<file path="src/core/power_ctrl_pkg.sv">
// constants and types shared by the power-control register bank
package power_ctrl_pkg;

  // ****************************************
  // register indices (byte address = 4 * index)
  // ****************************************
  localparam int              IDX_W           = 12;
  localparam logic [11:0]     BOR_CTRL_IDX    = 12'h811;
  localparam logic [11:0]     CAUSE_FLAGS_IDX = 12'h813;
  localparam logic [11:0]     MEMORY_VIOLATION_FLAG_STATUS_IDX = 12'h814;
  localparam int              IDX_LSB         = 2;

  // ****************************************
  // field positions
  // ****************************************
  localparam int              SW_BOR_EN_BIT   = 7;
  localparam int              BOR_READY_BIT   = 0;
  localparam int              STACK_OVF_BIT   = 7;
  localparam int              STACK_UNF_BIT   = 6;
  localparam int              WIN_VIOL_BIT    = 5;
  localparam int              WDT_TMO_BIT     = 4;
  localparam int              PIN_RST_BIT     = 3;
  localparam int              RST_INSTR_BIT   = 2;
  localparam int              POWER_ON_BIT    = 1;
  localparam int              BROWNOUT_BIT    = 0;
  localparam int              MEMORY_VIOLATION_FLAG_BIT        = 1;
  localparam int              FLAG_W          = 8;
  localparam int              MODE_W          = 2;

  // ****************************************
  // values after reset and hardware event values
  // ****************************************
  localparam logic            SW_BOR_EN_INIT  = 1'b1;
  localparam logic [7:0]      FLAGS_INIT      = 8'h3D;  // por flag 0, brown-out flag taken as 1
  localparam logic [7:0]      FLAGS_EVT_VALUE = 8'hC0;  // stack flags set, others clear
  localparam logic [7:0]      FLAGS_BOR_INIT  = 8'hFC;  // reinitialised by a brown-out reset
  localparam logic            MEMORY_VIOLATION_FLAG_INIT       = 1'b1;
  localparam logic            MEMORY_VIOLATION_FLAG_EVT_VALUE  = 1'b0;
  localparam logic [1:0]      MODE_SW_CTRL    = 2'h1;

  // ****************************************
  // bus encodings
  // ****************************************
  localparam logic [1:0]      HTRANS_NONSEQ   = 2'h2;
  localparam logic            HRESP_OKAY      = 1'b0;
  localparam logic [31:0]     RDATA_ZERO      = 32'h0000_0000;

  typedef enum logic [1:0] {SEL_NONE, SEL_CTRL, SEL_FLAGS, SEL_MEMORY_VIOLATION_FLAG} reg_sel_t;
  typedef enum logic [1:0] {BUS_IDLE, BUS_WRITE, BUS_READ_WAIT, BUS_READ_DONE} bus_state_t;

endpackage

</file>
<file path="src/core/flag_bit_cell.sv">
// one sticky reset-cause flag with init, hardware event and software write
`timescale 1ns/1ps
module flag_bit_cell #(
  parameter logic INIT_VALUE = 1'b1,
  parameter logic EVT_VALUE  = 1'b0
) (
  input  wire logic core_clk,
  input  wire logic resetn,
  input  wire logic initPulse,
  input  wire logic hwEvent,
  input  wire logic wrEn,
  input  wire logic wrBit,
  output logic      flagValue
);
  typedef struct packed {
    logic value;
  } flag_state_t;

  flag_state_t state;
  flag_state_t next_state;

  // init beats the hardware event, the event beats a software write
  always_comb begin
    next_state = state;
    if (initPulse) begin
      next_state.value = INIT_VALUE;
    end else if (hwEvent) begin
      next_state.value = EVT_VALUE;
    end else if (wrEn) begin
      next_state.value = wrBit;
    end
  end

  always_ff @(posedge core_clk or negedge resetn) begin
    if (!resetn) begin
      state <= '{value: INIT_VALUE};
    end else begin
      state <= next_state;
    end
  end

  assign flagValue = state.value;
endmodule

</file>
<file path="src/core/reset_cause_status_regs.sv">
// power-control register bank: brown-out control and reset-cause flags
//
// The AHB-Lite interface to the registers was decided locally.
`timescale 1ns/1ps
module reset_cause_status_regs (
  input  wire logic                              core_clk,
  input  wire logic                              resetn,
  // ahb-lite slave
  input  wire logic                              hsel,
  input  wire logic [31:0]                       haddr,
  input  wire logic [1:0]                        htrans,
  input  wire logic                              hwrite,
  input  wire logic [2:0]                        hsize,
  input  wire logic [31:0]                       hwdata,
  input  wire logic                              hready,
  output logic      [31:0]                       hrdata,
  output logic                                   hreadyout,
  output logic                                   hresp,
  // configuration and analog status
  input  wire logic [power_ctrl_pkg::MODE_W-1:0] brownoutModeConfig,
  input  wire logic                              brownoutArmed,
  input  wire logic                              externalResetPinN,
  // reset-cause events, one-cycle pulses
  input  wire logic                              brownoutResetEvt,
  input  wire logic                              stackOverflowEvt,
  input  wire logic                              stackUnderflowEvt,
  input  wire logic                              windowViolationEvt,
  input  wire logic                              watchdogTimeoutEvt,
  input  wire logic                              resetInstrEvt,
  input  wire logic                              memViolationEvt,
  // to the brown-out detector
  output logic                                   brownoutDetectEnable,
  output logic                                   brownoutCircuitReady
);
  import power_ctrl_pkg::*;

  // ****************************************
  // state
  // ****************************************
  typedef struct packed {
    bus_state_t  busState;
    reg_sel_t    regSel;
    logic        swBrownoutEnable;
    logic        pinPrev;
    logic        detectEnable;
    logic        circuitReady;
    logic        hreadyout;
    logic        hresp;
    logic [31:0] hrdata;
  } main_state_t;

  main_state_t          state;
  main_state_t          next_state;
  logic [1:0]           syncLevels;
  logic                 armedSync;
  logic                 pinSync;
  logic                 pinFall;
  logic                 addrAccept;
  reg_sel_t             addrSel;
  logic                 wrCtrl;
  logic                 wrFlags;
  logic                 wrMemv;
  logic [FLAG_W-1:0]    flagEvents;
  logic [FLAG_W-1:0]    flagInit;
  logic [FLAG_W-1:0]    flags;
  logic                 memvFlag;
  logic [31:0]          readWord;

  // ****************************************
  // pin and analog synchronisers
  // ****************************************
  // both come from outside the clock domain
  sync_two_flop #(
    .WIDTH (2)
  ) u_sync (
    .core_clk (core_clk),
    .resetn   (resetn),
    .asyncIn  ({brownoutArmed, externalResetPinN}),
    .syncOut  (syncLevels)
  );

  // reset pin low edge marks an external reset
  always_comb begin
    armedSync = syncLevels[1];
    pinSync   = syncLevels[0];
    pinFall   = state.pinPrev & ~pinSync;
  end

  // ****************************************
  // address decode
  // ****************************************
  // only word-aligned addresses in the low index window decode
  always_comb begin
    addrSel = SEL_NONE;
    if (haddr[31:IDX_LSB+IDX_W] == '0 && haddr[IDX_LSB-1:0] == '0) begin
      case (haddr[IDX_LSB+IDX_W-1:IDX_LSB])
        BOR_CTRL_IDX:    addrSel = SEL_CTRL;
        CAUSE_FLAGS_IDX: addrSel = SEL_FLAGS;
        MEMORY_VIOLATION_FLAG_STATUS_IDX: addrSel = SEL_MEMORY_VIOLATION_FLAG;
        default:         addrSel = SEL_NONE;
      endcase
    end
  end

  // a new transfer is taken while the bus is ready
  always_comb begin
    addrAccept = hsel & hready & htrans[1] & state.hreadyout;
  end

  // write strobes live in the data phase, when hwdata stands
  always_comb begin
    wrCtrl  = (state.busState == BUS_WRITE) && (state.regSel == SEL_CTRL);
    wrFlags = (state.busState == BUS_WRITE) && (state.regSel == SEL_FLAGS);
    wrMemv  = (state.busState == BUS_WRITE) && (state.regSel == SEL_MEMORY_VIOLATION_FLAG);
  end

  // ****************************************
  // reset-cause flags
  // ****************************************
  // event vector in bit order of the flag register
  always_comb begin
    flagEvents                = '0;
    flagEvents[STACK_OVF_BIT] = stackOverflowEvt;
    flagEvents[STACK_UNF_BIT] = stackUnderflowEvt;
    flagEvents[WIN_VIOL_BIT]  = windowViolationEvt;
    flagEvents[WDT_TMO_BIT]   = watchdogTimeoutEvt;
    flagEvents[PIN_RST_BIT]   = pinFall;
    flagEvents[RST_INSTR_BIT] = resetInstrEvt;
    flagEvents[BROWNOUT_BIT]  = brownoutResetEvt;
    flagInit                  = FLAGS_BOR_INIT & {FLAG_W{brownoutResetEvt}};
  end

  // power-on flag has no event: only resetn or a software write to the flag register clears it
  generate
    for (genvar i = 0; i < FLAG_W; i++) begin : g_flag
      flag_bit_cell #(
        .INIT_VALUE (FLAGS_INIT[i]),
        .EVT_VALUE  (FLAGS_EVT_VALUE[i])
      ) u_cell (
        .core_clk  (core_clk),
        .resetn    (resetn),
        .initPulse (flagInit[i]),
        .hwEvent   (flagEvents[i]),
        .wrEn      (wrFlags),
        .wrBit     (hwdata[i]),
        .flagValue (flags[i])
      );
    end
  endgenerate

  // memory violation flag, reinitialised by a brown-out reset
  flag_bit_cell #(
    .INIT_VALUE (MEMORY_VIOLATION_FLAG_INIT),
    .EVT_VALUE  (MEMORY_VIOLATION_FLAG_EVT_VALUE)
  ) u_memory_violation_flag (
    .core_clk  (core_clk),
    .resetn    (resetn),
    .initPulse (brownoutResetEvt),
    .hwEvent   (memViolationEvt),
    .wrEn      (wrMemv),
    .wrBit     (hwdata[MEMORY_VIOLATION_FLAG_BIT]),
    .flagValue (memvFlag)
  );

  // ****************************************
  // read data
  // ****************************************
  // unused bit positions stay zero, unmapped words read zero
  always_comb begin
    readWord = RDATA_ZERO;
    case (state.regSel)
      SEL_CTRL: begin
        readWord[SW_BOR_EN_BIT] = state.swBrownoutEnable;
        readWord[BOR_READY_BIT] = state.circuitReady;
      end
      SEL_FLAGS: begin
        readWord[FLAG_W-1:0] = flags;
      end
      SEL_MEMORY_VIOLATION_FLAG: begin
        readWord[MEMORY_VIOLATION_FLAG_BIT] = memvFlag;
      end
      default: begin
        readWord = RDATA_ZERO;
      end
    endcase
  end

  // ****************************************
  // next state
  // ****************************************
  // reads take one wait state so a write just before is visible
  always_comb begin
    next_state         = state;
    next_state.pinPrev = pinSync;
    next_state.hresp   = HRESP_OKAY;
    case (state.busState)
      BUS_READ_WAIT: begin
        next_state.hrdata    = readWord;
        next_state.hreadyout = 1'b1;
        next_state.busState  = BUS_READ_DONE;
      end
      default: begin
        next_state.busState = BUS_IDLE;
        next_state.regSel   = SEL_NONE;
        if (addrAccept) begin
          next_state.regSel = addrSel;
          if (hwrite) begin
            next_state.busState = BUS_WRITE;
          end else begin
            next_state.busState  = BUS_READ_WAIT;
            next_state.hreadyout = 1'b0;
          end
        end
      end
    endcase
    // software enable: brown-out reset reinitialises, writes store bit 7
    if (brownoutResetEvt) begin
      next_state.swBrownoutEnable = SW_BOR_EN_INIT;
    end else if (wrCtrl) begin
      next_state.swBrownoutEnable = hwdata[SW_BOR_EN_BIT];
    end
    // the enable only matters in software-controlled mode
    if (brownoutModeConfig == MODE_SW_CTRL) begin
      next_state.detectEnable = state.swBrownoutEnable;
    end else begin
      next_state.detectEnable = brownoutModeConfig[1];
    end
    // not ready while disabled or still warming up
    next_state.circuitReady = armedSync & state.detectEnable;
  end

  // ****************************************
  // registers
  // ****************************************
  // resetn is the power-on reset
  always_ff @(posedge core_clk or negedge resetn) begin
    if (!resetn) begin
      state <= '{busState:         BUS_IDLE,
                 regSel:           SEL_NONE,
                 swBrownoutEnable: SW_BOR_EN_INIT,
                 pinPrev:          1'b0,
                 detectEnable:     1'b0,
                 circuitReady:     1'b0,
                 hreadyout:        1'b1,
                 hresp:            HRESP_OKAY,
                 hrdata:           RDATA_ZERO};
    end else begin
      state <= next_state;
    end
  end

  // outputs straight from flops
  assign hrdata               = state.hrdata;
  assign hreadyout            = state.hreadyout;
  assign hresp                = state.hresp;
  assign brownoutDetectEnable = state.detectEnable;
  assign brownoutCircuitReady = state.circuitReady;
endmodule

</file>
<file path="src/core/sync_two_flop.sv">
// two flip-flop synchroniser for levels from outside the clock domain
`timescale 1ns/1ps
module sync_two_flop #(
  parameter int WIDTH = 1
) (
  input  wire logic             core_clk,
  input  wire logic             resetn,
  input  wire logic [WIDTH-1:0] asyncIn,
  output logic      [WIDTH-1:0] syncOut
);
  typedef struct packed {
    logic [WIDTH-1:0] first;
    logic [WIDTH-1:0] second;
  } sync_state_t;

  sync_state_t state;
  sync_state_t next_state;

  // first stage feeds only the second stage
  always_comb begin
    next_state        = state;
    next_state.first  = asyncIn;
    next_state.second = state.first;
  end

  always_ff @(posedge core_clk or negedge resetn) begin
    if (!resetn) begin
      state <= '0;
    end else begin
      state <= next_state;
    end
  end

  assign syncOut = state.second;
endmodule

</file>
<file path="config.mk">
export PLATFORM = sky130hd
export DESIGN_NAME = reset_cause_status_regs
export DESIGN_NICKNAME = d
export VERILOG_FILES = /design/src/core/power_ctrl_pkg.sv /design/src/core/flag_bit_cell.sv /design/src/core/reset_cause_status_regs.sv /design/src/core/sync_two_flop.sv
export SDC_FILE = /design/constraint.sdc
export NUM_CORES = 1
export LEC_CHECK = 0
export BUFFER_PORTS_ARGS = -buffer_cell sky130_fd_sc_hd__buf_2
export CORE_MARGIN = 4
export CORE_UTILIZATION = 35
export DETAILED_ROUTE_END_ITERATION = 12
export PLACE_DENSITY = 0.79
export SYNTH_ARGS = -nofsm -noshare
export SYNTH_HDL_FRONTEND = slang
export SYNTH_SLANG_ARGS = --single-unit
</file>
<file path="constraint.sdc">
create_clock -name core_clk -period 1.9 [get_ports core_clk]
set_clock_uncertainty 0.2 [all_clocks]
set_input_delay 0 -clock core_clk [delete_from_list [all_inputs] [get_ports core_clk]]
set_output_delay 0 -clock core_clk [all_outputs]
set_load 0.005 [all_outputs]
</file>
==> reports/metrics.csv, run 1 <==
metric,value,unit
grt_util_met1,0.154,
drc,0,
routabilityCongestion,0.706,
totalWireLength,4.08,mm
dieArea,0.00558,sq mm
cts_setup_buffers,0,
via_count,1424,
holdCritStartpoint,hsel,
grt_max_degree,31,
drt_first_iter_violations,15,
end_kind,flop,
avgSynthCellArea,10.4,sq um
ys_warn_count,0,
dpl_worst_slack,0.322,ns
start_util,0.376,
clkLatencyLatePin,0.28,ns
antenna_found_initial,0,
cp-start-kind,flop,
reg2reg_setup_slack,0.07,ns
synth_top_area_cell,dfrtp_1,
cts_tree,yes,
p_total,1.56,mW
crit_type,reg2reg,
stdcell_count,315,
drive_gt1_frac,0.340,
numCtsBuffers,5,
clkPwrFrac,0.332,
hold_viol,0,
min_period,1.83,ns
outcome,"finished, final reports clean",
reg2reg_from,state[40]$_DFF_PN0_,
p_leak,1.20,nW
period_share,0.961,
intPower,1.16,mW
dp_hpwl,2.53,mm
synth.area.top_cells,"dfrtp_1 (35%), buf_4 (16%), dfstp_2 (14%), mux2i_1 (4.5%), nand2_1 (4.1%)",
gr-max-usage-layer,met2,
drtPass1Iterations,4,
drt-wirelength-per-cell,12.9,um
final_nets,352,
grt_pass1_vias,1529,
setup_tns,0,ns
htreeDepth,2,
drv_cap,0,
ant_nets,0,
vias_per_cell,4.52,
use_met2,0.286,
worst_slew_pin_slew,0.653,ns
die_h,74.7,um
grt_pass1_wl,6.35,mm
clkTransAtPathRegs,0.06,ns
power-per-cell-area,650,mW/mm^2
cp_max_fo,4,
fp-row-count,23,
antenna_cells,0,
seq_area_frac_synth,0.489,
syn_inst,150,
cts_sinks,30,
min_path_type,in2reg,
synth_top_area_share,0.354,
die_w,74.7,um
setup_viol_count_final,0,
grt_use_total,0.155,
grtUsageMet3,0.0507,
p_switching,0.402,mW
comb_power_share,0.207,
clock_path_buffers,2,
coreArea,0.00414,sq mm
ios,121,
postLayoutCellArea,0.00240,sq mm
overflow,0,
crit_required,1.90,ns
place_area,0.00180,sq mm
post-place-cells,257,
arrival,1.83,ns
fillCellCount,357,
fmax,0.548,GHz
slew_viol_final,0,
critical_path.startpoint,state[40]$_DFF_PN0_,
netlist_area,0.00156,sq mm
ir_drop,0.354,mV
synth_cell_types,35,
power_frac_seq,0.462,
final.setup.worst_slack,0.0738,ns
io_buffers,67,
switching_share,0.257,
area_delta_synth_final,54.3,%
ys_ff_latch,30,
cts-root-buf,clkbuf_8,
relSlewSlack,0.565,
[metal layers]
| metal | part of all wire | routed length (um) |
|---|---|---|
| met1 | 0.36 | 1480 |
| met2 | 0.52 | 2120 |
| met3 | 0.081 | 329 |
| met4 | 0.036 | 148 |
| met5 | 0 | 0 |
[sequential cells by signal, indices dropped and copies added, names as in the netlist]
signal	count
brownoutCircuitReady	1
state	6
u_sync.next_state	2
brownoutDetectEnable	1
u_sync.syncOut	2
hreadyout	1
u_memory_violation_flag.flagValue	1
g_flag.u_cell.flagValue	8
hrdata	8
[per-stage QoR]
step / utilization / hold slack, ns
after floorplan: - / -0.496
after global placement: 0.435 / -0.141
after detailed placement: 0.435 / -0.130
after CTS: 0.578 / 0.00943
after global routing: 0.579 / 0.0717
final: 0.579 / 0.0289
[final timing paths]
kind | end | depth (start not counted)
max | u_memory_violation_flag.flagValue$_DFFE_PN1P_ | 6
min | state[38]$_DFFE_PN0N_ | 5
max reg2reg | u_memory_violation_flag.flagValue$_DFFE_PN1P_ | 6
min reg2reg | u_sync.syncOut[1]$_DFF_PN0_ | 0
max in group asynchronous | state[41]$_DFF_PN0_ | 2
min in group asynchronous | hrdata[5]$_DFFE_PN0P_ | 2
[cells in the final DEF (no fill, tap or decap), types with 2 or more instances in the layout]
master	netlist	routed
a21o_1	2	2
a21oi_1	3	3
a22oi_1	3	3
buf_2	0	67
buf_4	33	3
clkbuf_8	0	6
conb_1	1	25
dfrtp_1	22	22
dfstp_2	8	8
dlygate4sd3_1	0	50
ha_1	3	3
inv_1	5	5
mux2i_1	7	7
nand2_1	17	16
nand2_2	1	2
nand4_1	3	3
nor4_1	5	5
o21ai_0	3	3
o21ai_1	6	6
o21bai_1	5	5
o22ai_1	2	2
o31ai_1	2	2
[power groups by stage]
stage / Clock, mW / Combinational (mW) / Sequential (mW)
2_1_floorplan: 0 / 0.141 / 0.725
3_3_place_gp: 0 / 0.224 / 0.726
5_1_grt: 0.571 / 0.363 / 0.726
3_5_place_dp: 0 / 0.230 / 0.728
4_1_cts: 0.541 / 0.316 / 0.719
6_report: 0.518 / 0.323 / 0.721
[cells by family after synthesis]
group	share of synthesized area
buf+inv	0.181
simple gates	0.130
flops	0.489
compound gates	0.116
mux	0.0523
fa+ha+maj	0.0241
other cells	0.00241
xor+xnor	0.00563
[cell type report]
class	count	area (sq um)	share of cell area
clock inverters	1	5.00	0.00208
flip-flops and latches	30	761	0.317
well taps	50	62.6	0.0261
multi-input cells	102	609	0.254
clock buffers	7	86.3	0.0360
repair buffers	120	858	0.357
inverters	5	18.8	0.00782
[cell usage after synthesis]
| library cell | n |
|---|---|
| nand3b_1 | 1 |
| o21ai_1 | 6 |
| nand4_1 | 3 |
| clkbuf_1 | 3 |
| nor3b_2 | 1 |
| buf_4 | 33 |
| nand2b_1 | 1 |
| and2_1 | 1 |
| a311o_1 | 1 |
| a22oi_1 | 3 |
| inv_1 | 5 |
| dfstp_2 | 8 |
| a21o_1 | 2 |
| o22ai_1 | 2 |
| nor2_1 | 1 |
| o21bai_1 | 5 |
| nor4_1 | 5 |
| mux2i_1 | 7 |
| xnor2_1 | 1 |
| or4b_1 | 1 |
| dfrtp_1 | 22 |
| nor4_2 | 1 |
| ha_1 | 3 |
| o31ai_1 | 2 |
| nand2_2 | 1 |
| or3_1 | 1 |
| a21oi_1 | 3 |
| buf_1 | 1 |
| conb_1 | 1 |
| a21boi_1 | 1 |
| nand3_1 | 1 |
| o21ai_0 | 3 |
| mux2_1 | 1 |
| nor2b_1 | 2 |
| nand2_1 | 17 |
[what timing repair did]
item	4_1_cts	5_1_grt
resized for setup	0	2
endpoints found under the hold margin	48	0
endpoints found under the setup margin	0	1
hold buffers	50	0
[critical path, stage by stage (launching register included)]
cell	delay [ns]
dfrtp_1	0.37
nor2b_2	0.17
buf_4	0.15
nand2_2	0.06
mux2i_1	0.17
o21bai_1	0.07
dlygate4sd3_1	0.56
No activity file was read; power rests on OpenSTA's default activity.
==> run 2, diff against run 1 <==
--- a/config.mk
+++ b/config.mk
@@ -8,6 +8,7 @@
 export BUFFER_PORTS_ARGS = -buffer_cell sky130_fd_sc_hd__buf_2
 export CORE_MARGIN = 4
 export CORE_UTILIZATION = 35
+export CTS_BUF_LIST = sky130_fd_sc_hd__clkbuf_4 sky130_fd_sc_hd__clkbuf_8
 export DETAILED_ROUTE_END_ITERATION = 12
 export PLACE_DENSITY = 0.79
 export SYNTH_ARGS = -nofsm -noshare
==> run 2 against run 1 <==
  * Non-clock buffer count did not move
  * Worst hold slack barely moved
  * Worst setup slack did not move
  * Largest cell class unchanged
  * Highest routed layer unchanged
==> reports/metrics.csv, run 2 (synthesis gave the netlist of run 1 again) <==
metric,value,unit,change
outcome,"finished, final reports clean",,
clkLatencyLatePin,0.28,ns,about the same
antenna_found_initial,0,,unchanged
drc,0,,unchanged
ant_nets,0,,unchanged
ios,121,,unchanged
max_stage_delay,0.56,ns,about the same
reg2reg_setup_slack,0.07,ns,about the same
cp_max_fo,4,,unchanged
grt_pass1_vias,1529,,unchanged
setup_viol_count_final,0,,unchanged
cts_tree,yes,,
io_buffers,67,,unchanged
antenna_cells,0,,unchanged
totalWireLength,4.08,mm,about the same
place_area,0.00180,sq mm,unchanged
via_count,1424,,unchanged
final_nets,352,,unchanged
cp_top_family,buffers and inverters,,
grt_pass1_wl,6.35,mm,unchanged
p_leak,1.20,nW,+0.29%
drtPass1Iterations,4,,unchanged
cp_cell_sequence,nor2b_2 > buf_4 > nand2_2 > mux2i_1 > o21bai_1 > dlygate4sd3_1,,
overflow,0,,unchanged
htreeDepth,2,,unchanged
drive_gt1_frac,0.343,,+0.00377
vias_per_cell,4.52,,unchanged
ir_drop,0.365,mV,+3.1%
die_w,74.7,um,unchanged
period_share,0.961,,unchanged
postLayoutCellArea,0.00240,sq mm,+0.16%
arrival,1.83,ns,about the same
relSlewSlack,0.565,,about the same
final.setup.worst_slack,0.0738,ns,unchanged
clkTransAtPathRegs,0.06,ns,about the same
setup_tns,0,ns,unchanged
dp_hpwl,2.53,mm,unchanged
area_delta_synth_final,54.5,%,
start_util,0.376,,unchanged
slew_viol_final,0,,unchanged
numCtsBuffers,5,,unchanged
timing.hold.ws,0.0287,ns,-0.000155 ns
slowest_stage,dlygate4sd3_1,,
grt_use_total,0.155,,unchanged
post-place-cells,257,,unchanged
stdcell_count,315,,unchanged
min_period,1.83,ns,unchanged
fin_util,0.580,,+0.000906
cp-start-kind,flop,,
p_total,1.58,mW,+0.92%
drv_cap,0,,unchanged
routabilityCongestion,0.706,,unchanged
drt-wirelength-per-cell,12.9,um,about the same
cts_sinks,30,,unchanged
dpl_worst_slack,0.322,ns,unchanged
layout_common_cells,"buf_2 (67), dlygate4sd3_1 (50), conb_1 (25)",,
clock_path_buffers,2,,unchanged
worst_slew_pin_slew,0.653,ns,-0.000276 ns
hold_viol,0,,unchanged
min_path_type,in2reg,,
drt_first_iter_violations,15,,unchanged
fmax,0.548,GHz,unchanged
cts_setup_buffers,0,,unchanged
crit_type,reg2reg,,
die_h,74.7,um,unchanged
layout_commonest_cell,buf_2,,
worst-path-buf-inv,2,,unchanged
grt_max_degree,31,,unchanged
dieArea,0.00558,sq mm,unchanged
power-per-cell-area,655,mW/mm^2,+0.77%
coreArea,0.00414,sq mm,unchanged
crit_required,1.90,ns,about the same
fp-row-count,23,,unchanged
cts-root-buf,clkbuf_8,,
end_kind,flop,,
run 2: cell counts in the layout (fill, tap and decap cells not counted):
No cell type changed its count.
run 2: worst register-to-register path, cell delays in order (launching register included):
cell           delay [ns]
dfrtp_1              0.37
nor2b_2              0.17
buf_4                0.15
nand2_2              0.06
mux2i_1              0.17
o21bai_1             0.07
dlygate4sd3_1        0.56
run 2: power by group:
part           internal [mW]  switching (mW)  leakage (nW)
registers              0.696          0.0252         0.368
logic                  0.172           0.150         0.783
clock network          0.306           0.227        0.0517
total                   1.17           0.402          1.20
run 2: worst paths after layout:
kind	from	to	depth (start not counted)
hold reg to reg	u_sync.next_state[1]$_DFF_PN0_	u_sync.syncOut[1]$_DFF_PN0_	0
max in group asynchronous	resetn	state[41]$_DFF_PN0_	2
hold / removal	hsel	state[38]$_DFFE_PN0N_	5
min in group asynchronous	resetn	hrdata[5]$_DFFE_PN0P_	2
setup / recovery	state[40]$_DFF_PN0_	u_memory_violation_flag.flagValue$_DFFE_PN1P_	6
setup reg to reg	state[40]$_DFF_PN0_	u_memory_violation_flag.flagValue$_DFFE_PN1P_	6
run 2: layout make-up:
| cell class | instances | area [sq um] |
|---|---|---|
| clock buffer | 7 | 90.1 |
| inverter | 5 | 18.8 |
| multi-input combinational | 102 | 609 |
| tap | 50 | 62.6 |
| sequential | 30 | 761 |
| timing repair buffer | 120 | 858 |
| clock inverter | 1 | 5.00 |
| fill | 357 | 1740 |
run 2: what timing repair did:
action,CTS,global route
hold buffers,50,0
gates resized for setup,0,2
setup endpoints to repair,0,1
endpoints found under the hold margin,48,0
run 2: routing by layer:
| metal | track usage | vias to the layer above | part of all wire |
|---|---|---|---|
| met5 | 0 | - | 0 |
| met2 | 0.286 | 72 | 0.52 |
| met1 | 0.154 | 655 | 0.36 |
| met4 | 0.0771 | 0 | 0.036 |
| li1 | - | 682 | - |
| met3 | 0.0507 | 15 | 0.081 |
